===== config.mk =====
export PLATFORM = sky130hd
export DESIGN_NAME = cbs_config_port
export DESIGN_NICKNAME = d
export VERILOG_FILES = /design/src/shared/cbs_pkg.sv /design/src/rtl/cbs_config_port.sv
export SDC_FILE = /design/constraint.sdc
export NUM_CORES = 2
export LEC_CHECK = 0
export BUFFER_PORTS_ARGS = -buffer_cell sky130_fd_sc_hd__buf_2
export CAP_MARGIN = 10
export CORE_MARGIN = 2
export CORE_UTILIZATION = 50
export DETAILED_ROUTE_END_ITERATION = 12
export PLACE_DENSITY = 0.66
export SLEW_MARGIN = 40
export SYNTH_ARGS = -nofsm -noshare
export SYNTH_HDL_FRONTEND = slang
export SYNTH_SLANG_ARGS = --single-unit

===== constraint.sdc =====
create_clock -name aclk -period 20.8 [get_ports aclk]
set_input_delay 2.08 -clock aclk [delete_from_list [all_inputs] [get_ports aclk]]
set_output_delay 2.08 -clock aclk [all_outputs]
set_load 0.01 [all_outputs]

===== src/shared/cbs_pkg.sv =====
// Constants, field layouts and carrier types for the configuration bus access and security block
package cbs_pkg;
  // Timing
  localparam int CLK_HZ = 50_000_000;
  localparam int OSC_NOMINAL_HZ = 96_000_000;
  localparam int I2C_MAX_HZ = 1_000_000;
  localparam int I2C_SAMPLES_PER_BIT = CLK_HZ / I2C_MAX_HZ;
  localparam int NVM_OP_US = 100;
  localparam int NVM_OP_CYCLES = NVM_OP_US * (CLK_HZ / 1_000_000);
  localparam int NVM_LINES = 6;

  // Bus addresses
  localparam logic [6:0] TEST_BUS_ADDR = 7'h0A;

  // Serial bus register map (byte pointer)
  localparam logic [7:0] REG_NVM_CMD = 8'h00;
  localparam logic [7:0] REG_PWD_LO = 8'h01;
  localparam logic [7:0] REG_PWD_HI = 8'h02;
  localparam logic [7:0] REG_CFG_BASE = 8'h08;
  localparam logic [7:0] REG_TELEM_BASE = 8'h88;

  // Nonvolatile command field
  localparam int NVM_OP_LSB = 6;
  localparam int NVM_READ_OK_BIT = 5;
  localparam int NVM_WR_FAIL_BIT = 4;
  localparam logic [1:0] NVM_OP_IDLE = 2'h0;
  localparam logic [1:0] NVM_OP_WRITE = 2'h1;
  localparam logic [1:0] NVM_OP_READ = 2'h2;

  // Access modes
  localparam logic [1:0] ACC_OPEN = 2'h0;
  localparam logic [1:0] ACC_PASSWORD = 2'h1;
  localparam logic [1:0] ACC_LOCKED = 2'h2;
  localparam logic [1:0] ACC_TELEM = 2'h3;

  // Configuration bytes
  localparam int CFG_ADDR = 0;
  localparam int CFG_PROT = 1;
  localparam int CFG_PWD_LO = 2;
  localparam int CFG_PWD_HI = 3;
  localparam int CFG_FREQ0 = 4;
  localparam int CFG_STEP = 6;
  localparam int ADDR_PIN_BIT = 7;
  localparam int PROT_HW_EN_BIT = 0;
  localparam int PROT_MODE_LSB = 1;
  localparam int PROT_WR_BIT = 3;
  localparam int PROT_RD_BIT = 4;
  localparam int PROT_PEC_BIT = 5;
  localparam logic [63:0] CFG_RESET = 64'h0000_0404_0000_0040;

  // Register offsets on the host bus
  localparam logic [7:0] AXI_CTRL = 8'h00;
  localparam logic [7:0] AXI_TELEM0 = 8'h04;
  localparam logic [7:0] AXI_TELEM1 = 8'h08;
  localparam logic [7:0] AXI_STATUS = 8'h0C;
  localparam logic [7:0] AXI_VID = 8'h10;
  localparam int CTRL_RELOAD_BIT = 0;
  localparam int ST_PEC_ERR_BIT = 7;
  localparam logic [1:0] RESP_OKAY = 2'h0;
  localparam logic [1:0] RESP_SLVERR = 2'h2;

  // Voltage ID
  localparam logic [7:0] VID_SHUTDOWN = 8'h00;
  localparam logic [7:0] CRC8_POLY = 8'h07;

  typedef struct packed {
    logic valid;
    logic loop;
    logic [7:0] code;
  } cbs_vid_t;

  typedef struct packed {
    logic [8:0] target_5mv;
    logic regulator_disable;
  } cbs_target_t;
endpackage


===== src/rtl/cbs_config_port.sv =====
// Serial configuration port with access protection, nonvolatile programming and voltage-ID decode
module cbs_config_port #(
  parameter int ADDR_W = 8,
  parameter int NVM_LINES = cbs_pkg::NVM_LINES,
  parameter int NVM_OP_CYCLES = cbs_pkg::NVM_OP_CYCLES
) (
  input wire logic aclk,
  input wire logic aresetn,
  input wire logic [ADDR_W-1:0] s_axi_awaddr,
  input wire logic s_axi_awvalid,
  output logic s_axi_awready,
  input wire logic [31:0] s_axi_wdata,
  input wire logic [3:0] s_axi_wstrb,
  input wire logic s_axi_wvalid,
  output logic s_axi_wready,
  output logic [1:0] s_axi_bresp,
  output logic s_axi_bvalid,
  input wire logic s_axi_bready,
  input wire logic [ADDR_W-1:0] s_axi_araddr,
  input wire logic s_axi_arvalid,
  output logic s_axi_arready,
  output logic [31:0] s_axi_rdata,
  output logic [1:0] s_axi_rresp,
  output logic s_axi_rvalid,
  input wire logic s_axi_rready,
  input wire logic scl_in,
  input wire logic sda_in,
  output logic sda_out,
  output logic sda_oe,
  input wire logic addr_protect_pin,
  input wire cbs_pkg::cbs_vid_t vid_in,
  output cbs_pkg::cbs_target_t [1:0] vid_target,
  output logic [1:0] switch_clk,
  output logic regulation_allowed
);
  generate
    if (ADDR_W < 5 || NVM_LINES < 1 || NVM_LINES > 8 || NVM_OP_CYCLES < 1)
      $error("cbs_config_port: unsupported parameter value");
    if (cbs_pkg::I2C_SAMPLES_PER_BIT < 8)
      $error("cbs_config_port: clock too slow for serial bus rate");
  endgenerate

  typedef enum logic [3:0] {
    LD_SAMPLE = 4'b0001,
    LD_TEST = 4'b0010,
    LD_LOAD = 4'b0100,
    LD_DONE = 4'b1000
  } cbs_load_t;

  typedef enum logic [5:0] {
    I_IDLE = 6'b000001,
    I_ADDR = 6'b000010,
    I_ACK = 6'b000100,
    I_WBYTE = 6'b001000,
    I_RBYTE = 6'b010000,
    I_RACK = 6'b100000
  } cbs_ser_t;

  function automatic logic [7:0] crc8(input logic [7:0] c, input logic [7:0] d);
    logic [7:0] r;
    r = c ^ d;
    for (int i = 0; i < 8; i++)
      r = r[7] ? ((r << 1) ^ cbs_pkg::CRC8_POLY) : (r << 1);
    return r;
  endfunction

  function automatic logic [7:0] crc64(input logic [63:0] v);
    logic [7:0] r;
    r = 8'h00;
    for (int i = 0; i < 8; i++)
      r = crc8(r, v[8*i +: 8]);
    return r;
  endfunction

  // Working configuration and nonvolatile store
  logic [7:0] cfg [8];
  logic [63:0] nvm_data [NVM_LINES];
  logic [7:0] nvm_crc [NVM_LINES];
  logic [NVM_LINES-1:0] nvm_used;
  logic [63:0] cfg_image;
  logic [31:0] telem [2];
  cbs_load_t ld_state;
  logic test_mode, crc_ok, strap_bit, unlocked, pec_err;
  logic [7:0] pw_entry;
  logic [1:0] nvm_op;
  logic [2:0] nvm_line;
  logic nvm_read_ok, nvm_wr_fail;
  int unsigned nvm_cnt;

  always_comb
  begin
    for (int i = 0; i < 8; i++)
      cfg_image[8*i +: 8] = cfg[i];
  end

  wire [1:0] acc_mode = cfg[cbs_pkg::CFG_PROT][cbs_pkg::PROT_MODE_LSB +: 2];
  wire pec_en = cfg[cbs_pkg::CFG_PROT][cbs_pkg::PROT_PEC_BIT];
  wire [15:0] password = {cfg[cbs_pkg::CFG_PWD_HI], cfg[cbs_pkg::CFG_PWD_LO]};
  wire ld_done = ld_state == LD_DONE;
  wire [6:0] cfg_addr = cfg[cbs_pkg::CFG_ADDR][6:0];
  wire addr_from_pin = cfg[cbs_pkg::CFG_ADDR][cbs_pkg::ADDR_PIN_BIT];
  wire [6:0] my_addr = test_mode ? cbs_pkg::TEST_BUS_ADDR :
    (addr_from_pin ? {cfg_addr[6:1], strap_bit} : cfg_addr);
  wire hw_protected = cfg[cbs_pkg::CFG_PROT][cbs_pkg::PROT_HW_EN_BIT] & ld_done & ~test_mode
    & ~addr_protect_pin;
  wire nvm_busy = nvm_op != cbs_pkg::NVM_OP_IDLE;

  // Serial bus sampling and framing
  logic scl_p, sda_p;
  cbs_ser_t ist;
  logic [3:0] bcnt;
  logic [7:0] shreg, tx, ptr, crc, pend, pend_a, pend_crc;
  logic rw, ptr_set, mack, pend_v;
  logic [1:0] rd_idx;

  wire scl_rise = scl_in & ~scl_p;
  wire scl_fall = ~scl_in & scl_p;
  wire start_c = scl_in & scl_p & sda_p & ~sda_in;
  wire stop_c = scl_in & scl_p & ~sda_p & sda_in;
  wire byte_done = scl_fall & (bcnt == 4'd8);

  // Access decisions
  wire is_telem_r = ptr[7:3] == cbs_pkg::REG_TELEM_BASE[7:3];
  wire is_cfg_r = ptr[7:3] == cbs_pkg::REG_CFG_BASE[7:3];
  wire pw_rd_block = acc_mode == cbs_pkg::ACC_PASSWORD & cfg[cbs_pkg::CFG_PROT][cbs_pkg::PROT_RD_BIT] & ~unlocked;
  wire pw_wr_block = acc_mode == cbs_pkg::ACC_PASSWORD & cfg[cbs_pkg::CFG_PROT][cbs_pkg::PROT_WR_BIT] & ~unlocked;
  wire rd_allowed = acc_mode != cbs_pkg::ACC_LOCKED & (acc_mode != cbs_pkg::ACC_TELEM | is_telem_r)
    & ~pw_rd_block;
  wire pwd_w = pend_a == cbs_pkg::REG_PWD_LO | pend_a == cbs_pkg::REG_PWD_HI;
  wire cfg_w = pend_a[7:3] == cbs_pkg::REG_CFG_BASE[7:3];
  wire wr_allowed = acc_mode != cbs_pkg::ACC_LOCKED & acc_mode != cbs_pkg::ACC_TELEM
    & (pwd_w | (~hw_protected & ~pw_wr_block));

  // Byte sent on a read
  logic [7:0] rd_data;
  always_comb
  begin
    rd_data = 8'h00;
    if (ptr == cbs_pkg::REG_NVM_CMD)
      rd_data = {nvm_op, nvm_read_ok, nvm_wr_fail, 1'b0, nvm_line};
    else if (is_cfg_r && ptr[2:1] != 2'b01)
      rd_data = cfg[ptr[2:0]];
    else if (is_telem_r)
      rd_data = telem[ptr[2]][8*ptr[1:0] +: 8];
  end
  wire pec_slot = pec_en & (rd_idx == 2'd1);
  wire [7:0] tx_byte = pec_slot ? crc : (rd_allowed ? rd_data : 8'hFF);

  // Commit of a received data byte; with checking, the last byte is the check byte
  wire pec_match = pend == pend_crc;
  wire commit = pend_v & ((ist == I_WBYTE & byte_done & ptr_set) | (stop_c & (~pec_en | pec_match)));
  wire do_write = commit & wr_allowed;
  wire cmd_w = do_write & pend_a == cbs_pkg::REG_NVM_CMD & ~nvm_busy;
  wire [1:0] cmd_op = pend[cbs_pkg::NVM_OP_LSB +: 2];
  wire cmd_ok = {1'b0, pend[2:0]} < 4'(NVM_LINES) && !nvm_used[pend[2:0]];

  always_ff @(posedge aclk)
  begin
    scl_p <= aresetn ? scl_in : 1'b1;
    sda_p <= aresetn ? sda_in : 1'b1;
  end

  always_ff @(posedge aclk)
  begin
    if (!aresetn)
    begin
      ist <= I_IDLE;
      bcnt <= 4'h0;
      shreg <= 8'h00;
      tx <= 8'h00;
      ptr <= 8'h00;
      crc <= 8'h00;
      rw <= 1'b0;
      ptr_set <= 1'b0;
      mack <= 1'b0;
      rd_idx <= 2'd0;
      sda_oe <= 1'b0;
      pend <= 8'h00;
      pend_a <= 8'h00;
      pend_crc <= 8'h00;
      pend_v <= 1'b0;
    end
    else if (stop_c)
    begin
      ist <= I_IDLE;
      sda_oe <= 1'b0;
      pend_v <= 1'b0;
      crc <= 8'h00;
    end
    else if (start_c)
    begin
      ist <= I_ADDR;
      bcnt <= 4'h0;
      sda_oe <= 1'b0;
      rd_idx <= 2'd0;
    end
    else
    begin
      if (scl_rise && (ist == I_ADDR || ist == I_WBYTE))
      begin
        shreg <= {shreg[6:0], sda_in};
        bcnt <= bcnt + 4'd1;
      end
      if (scl_rise && ist == I_RACK)
        mack <= ~sda_in;
      unique case (ist)
        I_IDLE: ;
        I_ADDR:
          if (byte_done)
          begin
            crc <= crc8(crc, shreg);
            rw <= shreg[0];
            if (!shreg[0])
              ptr_set <= 1'b0;
            sda_oe <= shreg[7:1] == my_addr;
            ist <= (shreg[7:1] == my_addr) ? I_ACK : I_IDLE;
          end
        I_WBYTE:
          if (byte_done)
          begin
            crc <= crc8(crc, shreg);
            sda_oe <= 1'b1;
            ist <= I_ACK;
            if (!ptr_set)
            begin
              ptr <= shreg;
              ptr_set <= 1'b1;
            end
            else
            begin
              pend <= shreg;
              pend_a <= ptr;
              pend_crc <= crc;
              pend_v <= 1'b1;
              ptr <= ptr + 8'd1;
            end
          end
        I_ACK, I_RACK:
          if (scl_fall)
          begin
            bcnt <= 4'h0;
            sda_oe <= 1'b0;
            ist <= I_WBYTE;
            if (rw && (ist == I_ACK || mack))
            begin
              sda_oe <= ~tx_byte[7];
              tx <= {tx_byte[6:0], 1'b0};
              bcnt <= 4'd1;
              ist <= I_RBYTE;
              rd_idx <= (rd_idx == 2'd3) ? rd_idx : rd_idx + 2'd1;
              if (!pec_slot)
              begin
                crc <= crc8(crc, tx_byte);
                ptr <= ptr + 8'd1;
              end
            end
            else if (rw)
              ist <= I_IDLE;
          end
        I_RBYTE:
          if (scl_fall)
          begin
            if (bcnt == 4'd8)
            begin
              sda_oe <= 1'b0;
              ist <= I_RACK;
            end
            else
            begin
              sda_oe <= ~tx[7];
              tx <= {tx[6:0], 1'b0};
              bcnt <= bcnt + 4'd1;
            end
          end
      endcase
    end
  end

  // Protection state
  always_ff @(posedge aclk)
  begin
    if (!aresetn)
    begin
      unlocked <= 1'b0;
      pw_entry <= 8'h00;
    end
    else if (do_write && pend_a == cbs_pkg::REG_PWD_LO)
      pw_entry <= pend;
    else if (do_write && pend_a == cbs_pkg::REG_PWD_HI)
      unlocked <= {pend, pw_entry} == password;
  end

  // Load sequence, configuration writes and nonvolatile engine
  logic found;
  logic [2:0] top_line;
  always_comb
  begin
    found = 1'b0;
    top_line = 3'd0;
    for (int i = 0; i < NVM_LINES; i++)
      if (nvm_used[i])
      begin
        found = 1'b1;
        top_line = 3'(i);
      end
  end
  wire reload_req;
  wire load_crc_ok = ~found || crc64(nvm_data[top_line]) == nvm_crc[top_line];

  always_ff @(posedge aclk)
  begin
    if (!aresetn)
    begin
      ld_state <= LD_SAMPLE;
      test_mode <= 1'b0;
      strap_bit <= 1'b0;
      crc_ok <= 1'b0;
    end
    else
      unique case (ld_state)
        LD_SAMPLE:
        begin
          test_mode <= addr_protect_pin;
          ld_state <= addr_protect_pin ? LD_TEST : LD_LOAD;
        end
        LD_TEST:
          if (!addr_protect_pin)
            ld_state <= LD_LOAD;
        LD_LOAD:
        begin
          strap_bit <= addr_protect_pin;
          crc_ok <= load_crc_ok;
          ld_state <= LD_DONE;
        end
        LD_DONE:
          if (reload_req)
            ld_state <= LD_LOAD;
      endcase
  end

  always_ff @(posedge aclk)
  begin
    if (!aresetn)
    begin
      for (int i = 0; i < 8; i++)
        cfg[i] <= cbs_pkg::CFG_RESET[8*i +: 8];
    end
    else if (ld_state == LD_LOAD && found && load_crc_ok)
    begin
      for (int i = 0; i < 8; i++)
        cfg[i] <= nvm_data[top_line][8*i +: 8];
    end
    else if (do_write && cfg_w)
      cfg[pend_a[2:0]] <= pend;
  end

  always_ff @(posedge aclk)
  begin
    if (!aresetn)
    begin
      nvm_op <= cbs_pkg::NVM_OP_IDLE;
      nvm_line <= 3'd0;
      nvm_cnt <= 0;
      nvm_read_ok <= 1'b0;
      nvm_wr_fail <= 1'b0;
      nvm_used <= '0;
      for (int i = 0; i < NVM_LINES; i++)
      begin
        nvm_data[i] <= 64'h0;
        nvm_crc[i] <= 8'h00;
      end
    end
    else if (nvm_busy)
    begin
      nvm_cnt <= nvm_cnt + 1;
      if (nvm_cnt == NVM_OP_CYCLES - 1)
      begin
        nvm_op <= cbs_pkg::NVM_OP_IDLE;
        if (nvm_op == cbs_pkg::NVM_OP_WRITE)
        begin
          nvm_data[nvm_line] <= cfg_image;
          nvm_crc[nvm_line] <= crc64(cfg_image);
          nvm_used[nvm_line] <= 1'b1;
        end
        else
          nvm_read_ok <= nvm_used[nvm_line] && nvm_data[nvm_line] == cfg_image
            && nvm_crc[nvm_line] == crc64(nvm_data[nvm_line]);
      end
    end
    else if (cmd_w && cmd_op == cbs_pkg::NVM_OP_WRITE)
    begin
      nvm_line <= pend[2:0];
      nvm_wr_fail <= ~cmd_ok;
      nvm_op <= cmd_ok ? cbs_pkg::NVM_OP_WRITE : cbs_pkg::NVM_OP_IDLE;
      nvm_cnt <= 0;
    end
    else if (cmd_w && cmd_op == cbs_pkg::NVM_OP_READ && {1'b0, pend[2:0]} < 4'(NVM_LINES))
    begin
      nvm_line <= pend[2:0];
      nvm_read_ok <= 1'b0;
      nvm_op <= cbs_pkg::NVM_OP_READ;
      nvm_cnt <= 0;
    end
  end

  // Voltage-ID decode and switching clocks, one per loop
  generate
    for (genvar g = 0; g < 2; g++)
    begin : g_loop
      logic [7:0] div_cnt;
      wire step10 = cfg[cbs_pkg::CFG_STEP][g];
      always_ff @(posedge aclk)
      begin
        if (!aresetn)
          vid_target[g] <= '{target_5mv: 9'h000, regulator_disable: 1'b1};
        else if (vid_in.valid && vid_in.loop == 1'(g))
        begin
          vid_target[g].target_5mv <= step10 ? {vid_in.code, 1'b0} : {1'b0, vid_in.code};
          vid_target[g].regulator_disable <= vid_in.code == cbs_pkg::VID_SHUTDOWN;
        end
      end
      always_ff @(posedge aclk)
      begin
        if (!aresetn)
        begin
          div_cnt <= 8'h00;
          switch_clk[g] <= 1'b0;
        end
        else if (div_cnt >= cfg[cbs_pkg::CFG_FREQ0 + g])
        begin
          div_cnt <= 8'h00;
          switch_clk[g] <= ~switch_clk[g];
        end
        else
          div_cnt <= div_cnt + 8'h01;
      end
    end
  endgenerate

  always_ff @(posedge aclk)
  begin
    sda_out <= 1'b0;
    regulation_allowed <= aresetn & ld_done & crc_ok;
  end

  // Host bus slave
  logic aw_held, w_held;
  logic [ADDR_W-1:0] aw_addr;
  logic [31:0] w_data;
  logic [3:0] w_strb;
  wire wr_now = aw_held & w_held & ~s_axi_bvalid;
  wire [7:0] wa = 8'(aw_addr);
  wire [7:0] ra = 8'(s_axi_araddr);
  wire wa_telem = wa == cbs_pkg::AXI_TELEM0 || wa == cbs_pkg::AXI_TELEM1;
  wire wa_ok = wa == cbs_pkg::AXI_CTRL || wa_telem || wa == cbs_pkg::AXI_STATUS;
  assign reload_req = wr_now & wa == cbs_pkg::AXI_CTRL & w_strb[0] & w_data[cbs_pkg::CTRL_RELOAD_BIT];
  wire pec_clr = wr_now & wa == cbs_pkg::AXI_STATUS & w_strb[0] & w_data[cbs_pkg::ST_PEC_ERR_BIT];
  wire [31:0] status_word = {16'h0, 8'(nvm_used), pec_err, nvm_read_ok, nvm_wr_fail, nvm_busy,
    unlocked, hw_protected, test_mode, crc_ok};
  wire [31:0] vid_word = {12'h0, vid_target[1], vid_target[0]};
  wire ra_ok = ra == cbs_pkg::AXI_CTRL || ra == cbs_pkg::AXI_TELEM0 || ra == cbs_pkg::AXI_TELEM1
    || ra == cbs_pkg::AXI_STATUS || ra == cbs_pkg::AXI_VID;
  wire [31:0] ra_data = ra == cbs_pkg::AXI_TELEM0 ? telem[0] : ra == cbs_pkg::AXI_TELEM1 ? telem[1]
    : ra == cbs_pkg::AXI_STATUS ? status_word : ra == cbs_pkg::AXI_VID ? vid_word : 32'h0;

  always_ff @(posedge aclk)
  begin
    if (!aresetn)
      pec_err <= 1'b0;
    else if (stop_c && pend_v && pec_en && !pec_match)
      pec_err <= 1'b1;
    else if (pec_clr)
      pec_err <= 1'b0;
  end

  always_ff @(posedge aclk)
  begin
    if (!aresetn)
    begin
      aw_held <= 1'b0;
      w_held <= 1'b0;
      aw_addr <= '0;
      w_data <= 32'h0;
      w_strb <= 4'h0;
      s_axi_awready <= 1'b1;
      s_axi_wready <= 1'b1;
      s_axi_bvalid <= 1'b0;
      s_axi_bresp <= cbs_pkg::RESP_OKAY;
      telem[0] <= 32'h0;
      telem[1] <= 32'h0;
    end
    else
    begin
      if (s_axi_awvalid && s_axi_awready)
      begin
        aw_held <= 1'b1;
        aw_addr <= s_axi_awaddr;
        s_axi_awready <= 1'b0;
      end
      if (s_axi_wvalid && s_axi_wready)
      begin
        w_held <= 1'b1;
        w_data <= s_axi_wdata;
        w_strb <= s_axi_wstrb;
        s_axi_wready <= 1'b0;
      end
      if (wr_now)
      begin
        s_axi_bvalid <= 1'b1;
        s_axi_bresp <= wa_ok ? cbs_pkg::RESP_OKAY : cbs_pkg::RESP_SLVERR;
        if (wa_telem)
          for (int b = 0; b < 4; b++)
            if (w_strb[b])
              telem[wa[3]][8*b +: 8] <= w_data[8*b +: 8];
      end
      if (s_axi_bvalid && s_axi_bready)
      begin
        s_axi_bvalid <= 1'b0;
        aw_held <= 1'b0;
        w_held <= 1'b0;
        s_axi_awready <= 1'b1;
        s_axi_wready <= 1'b1;
      end
    end
  end

  always_ff @(posedge aclk)
  begin
    if (!aresetn)
    begin
      s_axi_arready <= 1'b1;
      s_axi_rvalid <= 1'b0;
      s_axi_rdata <= 32'h0;
      s_axi_rresp <= cbs_pkg::RESP_OKAY;
    end
    else if (s_axi_arvalid && s_axi_arready)
    begin
      s_axi_arready <= 1'b0;
      s_axi_rvalid <= 1'b1;
      s_axi_rdata <= ra_data;
      s_axi_rresp <= ra_ok ? cbs_pkg::RESP_OKAY : cbs_pkg::RESP_SLVERR;
    end
    else if (s_axi_rvalid && s_axi_rready)
    begin
      s_axi_rvalid <= 1'b0;
      s_axi_arready <= 1'b1;
    end
  end
endmodule


After elaboration in Yosys (flattened, before gate mapping). Memory sizes are Yosys's and may differ from the RTL's. A register that Yosys moved wholly into a read port is not among the register bits. Index checks and enable logic that the tools add are counted. W data, S select, Z words.

Bits in registers: 263. Bits in writable memories: 560. Input bits: 72. Output and inout port bits: 66. Logic and storage cells: 899. Memories: 4.

$add $sub $neg: 6. Order comparisons: 6. Eq/ne operators: 59. Shifts and indexed selects: 1. Multiplexer cells: 374. Bitwise operators: 307. Reductions and logical operators: 89.

Memory list: nvm_data (words 6, bits a word 64, rd ports 2, clocked after Yosys merged registers in 1, wr ports 6, line cbs_config_port.sv:77) `logic [63:0] nvm_data [NVM_LINES];`; cfg (words 8, bits a word 8, rd ports 9, clocked after Yosys merged registers in 1, wr ports 8, line cbs_config_port.sv:76) `logic [7:0] cfg [8];`; telem (words 2, bits a word 32, rd ports 3, clocked after Yosys merged registers in 1, wr ports 2, line cbs_config_port.sv:81) `logic [31:0] telem [2];`; nvm_crc (words 6, bits a word 8, rd ports 2, clocked after Yosys merged registers in 1, wr ports 6, line cbs_config_port.sv:78) `logic [7:0] nvm_crc [NVM_LINES];`.

Operator list (count): $mux W3 (225); $not A3 Y3 (208); $mux W8 (28); $mux W32 (6); $xor A8 B8 Y8 (23); $mux W1 (71); $eq A64 B64 Y1 (1); $mux W64 (1); $reduce_or A64 Y1 (1); $pmux W8 S2 (3); $logic_not A8 Y1 (5); $mux W20 (2); $and A1 B1 Y1 (38); $mux W4 (9); $add A32 B1 Y32 const B (1); $eq A32 B13 Y1 const B (1); $eq A8 B4 Y1 const B (4); $reduce_or A32 Y1 (1); $shiftx A32 B6 Y8 (1); $mux W6 (5); $ne A2 B2 Y1 const B (15); $logic_and A1 B1 Y1 (26); $add A8 B1 Y8 const B (3); $eq A8 B8 Y1 (3); other kinds (56) (161).

Longest topological paths before layout. An unclocked memory read counts as a cell.

Depth after elaboration: 149. Depth in mapped cells: 28. Mapped depth without buffers: 17.

Worst setup path before layout. OpenSTA, ideal clock, no wires.

Path kind: reg2reg. Start point: reg nvm_cnt[12]. End point: mem nvm_crc[0][0] (enable). Library setup time: 602 ps. Arrival: 6965 ps. Data required time: 20198 ps. Path slack: 13233 ps. Stages on the path, launching flop included: 6. Buffers on the path: 1. Period minus slack after synthesis: 7567 ps. Cells stage by stage: dfxtp_1 -> or4b_2 -> nor4_1 -> nand3b_1 -> clkbuf_1 -> o21ai_0.

RTL lines: start, declared (line cbs_config_port.sv:88) `int unsigned nvm_cnt;`; start signal, assigned (line cbs_config_port.sv:375) `nvm_cnt <= nvm_cnt + 1;`; end, declared (line cbs_config_port.sv:78).

==> key figures <==
Status
  – Status: finished clean

Synth
  – Synth Area in Adders: 0.5889%
  – Post-synth ARST share: 0%
  – Predominant post-synthesis flop cell: edfxtp_1
  – Sequential share of the synthesized area: 49.86%
  – Compound-gate portion of the synthesized area: 7.972%
  – Syn Area/Cell: 11.13 um2
  – Post-synth EDFFs: 704
  – Ys Warns: 0
  – #FFs+latches synth: 971
  – Main combinational cell family by area after synthesis: simple AND/OR/NAND/NOR gates
  – Cells after Synth: 4774
  – Multiplexer share of the synthesized area: 11.48%
  – Area leader, netlist: edfxtp_1
  – Netlist cell types: 94
  – Synth top area share: 39.80%
  – Post-synthesis xor/xnor area fraction: 12.51%
  – Fraction of the mapped netlist area in simple logic gates: 14.00%
  – Most area-consuming cells after synthesis: edfxtp_1 40%, dfxtp_1 10%, mux4_2 8.1%, xnor2_1 6.2%, nor2_1 4.3%
  – Netlist Area Pre-Place: 0.05311 mm2

Layout
  – Commonest non-fill, non-tap cell in the layout: edfxtp_1
  – Final instance area: 0.05874 mm2
  – Layout area overhead: 10.59%
  – Final net count: 4875
  – Fill cells: 8888
  – Diode count: 0
  – Share of cells above drive strength 1: 14.22%
  – Commonest cells after routing, fill and taps aside: 704 x edfxtp_1, 602 x nor2_1, 563 x nand2_1

Clock network
  – CTS Buffer Depth: 3
  – Post-cts resize count: 0
  – CTS tree: yes
  – Hold-fix buffers at CTS: 0
  – Clock sinks: 971
  – Root buffer cell: clkbuf_16
  – Reg clk slew, reported paths: 0.07 ns
  – Clock latency at the later pin of the worst-skew pair: 0.74 ns
  – CTS H-tree lvls: 3
  – Post-CTS Setup Bufs: 0
  – CTS Buf Count: 103

Routing
  – Post-DRT Antenna Nets: 0
  – Initial DRC Count: 5067
  – WL/cell: 27.87 um
  – Drt pass-1 iters: 6
  – Via density: 6.252
  – Drt total wl: 174400 um
  – Routed vias: 39120
  – Drt drc: 0

Floorplanning
  – Initial core utilization: 50.46%
  – Die ar.: 0.1089 mm2
  – Die Ht: 329.9 um
  – Core area: 0.1053 mm2
  – Die W: 329.9 um
  – I/O pin total: 138
  – Cell Rows: 119

Global route
  – All-layer global routing usage: 31.93%
  – Overflow after GRT: 0
  – First-pass GRT wire length: 255000 um
  – Vias in the first global route: 37420
  – Largest net degree at the start of global routing: 83
  – Antenna violations before repair: 0

Min path
  – Hold WC Path Type: reg -> reg
  – Hold wc startpoint: pend_a[7]
  – Hold depth: 2
  – Worst Hold End: pend_a[7]

Power and ir drop
  – Peak supply drop: 0.5953 mV
  – Pwr Density: 192.6 mW/mm2
  – Clock power frac: 16.8%
  – Sw Ratio: 41.01%
  – Internal power: 6.672 mW
  – Leak: 20.76 nW
  – Combinational share of power: 63.7%
  – Switch Pwr: 4.639 mW
  – Flop pwr share: 19.4%

Placement
  – Placement Cell Area: 0.05517 mm2
  – GP Congestion: 1.009
  – HPWL after DPL: 120700 um
  – Port Buffers: 134

Setup path
  – CP Data Required Time: 21.23 ns
  – Critical Path Sink Type: register
  – WP data arrival: 8.90 ns
  – Worst-path fanout max: 51
  – Reg2reg end: cfg[2][1]
  – R2R cell count: 18
  – RR Startpoint: nvm_used[3]
  – Setup CP Type: reg -> reg
  – Worst reg-to-reg setup slack: 12.32 ns
  – Worst Setup Start Kind: register

STA
  – Clk_skew: 0.04580 ns
  – Setup violators final: 0
  – Final Critical Period: 8.475 ns
  – RSZ-0062 raised after global routing: false
  – Min Hold Slack: 0.4569 ns
  – Max-slew violations: 0
  – Relative slew slack: 35.95%
  – Setup TNS: 0 ns
  – Worst Tran Pin Value: 0.9563 ns
  – Max Fclk: 0.1180 GHz
  – Final hold violation count: 0
  – Crit share post-route: 40.75%

Job
  – Max_cap viols: 0
-- Yosys cell counts, types with 8 or more instances --
cell	count
or3_1	11
nor4_1	29
or2_2	18
and2_1	15
nor2_1	607
nand2b_1	44
edfxtp_1	704
o22ai_1	25
mux4_2	191
o211ai_1	11
a211oi_1	34
nand3b_1	9
a22oi_1	23
ha_1	25
nor2b_1	20
clkbuf_1	203
a21o_1	15
dfxtp_1	267
xor3_1	9
nand4_1	24
mux2i_1	157
xnor3_1	62
a2111oi_0	17
nor3_1	41
xnor2_1	377
o21ai_0	107
mux2_2	8
a311oi_1	26
inv_1	136
nand3_1	122
o32ai_1	37
a221oi_1	22
buf_2	80
o31ai_1	9
xor2_1	166
nor3b_1	12
and3_1	113
a22o_1	17
a31oi_1	41
buf_1	32
a21oi_1	215
nand2_1	567
-- cells by family (layout without fill, tap and decap cells) --
logic type	count (synthesis)	count (layout)
simple gates	1670	1670
other cells	1	3
mux	366	366
flops	971	971
xor+xnor	628	628
fa+ha+maj	25	25
buf+inv	464	554
compound gates	649	649
-- registers in the layout, summed over array words and instances, names as in the netlist, 6 cells and up, named ones only --
name            cells
aw_addr             8
cfg                64
crc                 8
g_loop.div_cnt     16
ist                 6
nvm_cnt            32
nvm_crc            64
nvm_data          512
nvm_used            6
pend                8
pend_a              8
pend_crc            8
ptr                 8
pw_entry            8
s_axi_rdata        32
shreg               8
telem              64
tx                  7
vid_target         20
w_data             32
-- routing by layer --
layer  global-route usage [%]  wire length, um
met5                        0                0
met3                    5.453            16720
met1                    43.84            69630
met2                    49.72            79550
met4                    14.77             8492
-- area by class of cell --
| class | count | area, um2 | area share, % |
|---|---|---|---|
| clock buffer | 140 | 2818 | 4.797 |
| clock inverter | 53 | 669.4 | 1.140 |
| inverter | 138 | 523.0 | 0.8903 |
| multi-input combinational | 3341 | 25040 | 42.62 |
| sequential | 971 | 26500 | 45.11 |
| tap | 1391 | 1740 | 2.963 |
| timing repair buffer | 223 | 1453 | 2.473 |
-- worst max-delay path by stage --
stage | to | cells past startpoint | startpoint
final | cfg[2][1] | 18 | nvm_used[3]
after global placement | cfg[1][2] | 18 | nvm_used[3]
after CTS | cfg[2][1] | 17 | nvm_used[3]
after global routing | cfg[2][1] | 18 | nvm_used[3]
after detailed placement | cfg[0][7] | 17 | nvm_used[3]
after floorplan | nvm_crc[0][0] | 5 | nvm_cnt[12]
-- critical path, stage by stage, from the launching register on --
cell	delay [ns]
dfxtp_1	0.87
nor2b_1	0.38
or3_4	0.38
buf_12	0.27
buf_4	0.63
mux4_2	0.65
xnor3_1	0.50
xnor2_1	0.25
xnor3_1	0.56
xor2_1	0.34
xnor3_1	0.48
xor3_1	0.26
xnor3_1	0.27
xnor3_1	0.42
or2_1	0.23
mux2i_2	0.36
nand3_4	0.30
nand2_1	0.70
o32ai_1	0.18
-- per-stage QoR --
stage	util [%]	cells	worst slack [ns]	total power [mW]
2_1_floorplan	-	4776	13.23	8.225
3_3_place_gp	52.19	6055	12.52	9.366
3_5_place_dp	52.41	6061	12.33	9.330
4_1_cts	55.72	6254	12.32	11.24
5_1_grt	55.80	6257	12.06	11.93
6_report	55.80	6257	12.32	11.31
-- power groups by stage --
stage               combinational [mW]  sequential (mW)  clock, mW
floorplan                         6.01             2.21          0
global placement                  7.13             2.23          0
detailed placement                7.09             2.24          0
CTS                               7.13             2.19       1.92
global route                      7.74             2.20       1.99
finish                            7.21             2.20       1.90
No activity file was read; power rests on OpenSTA's default activity.
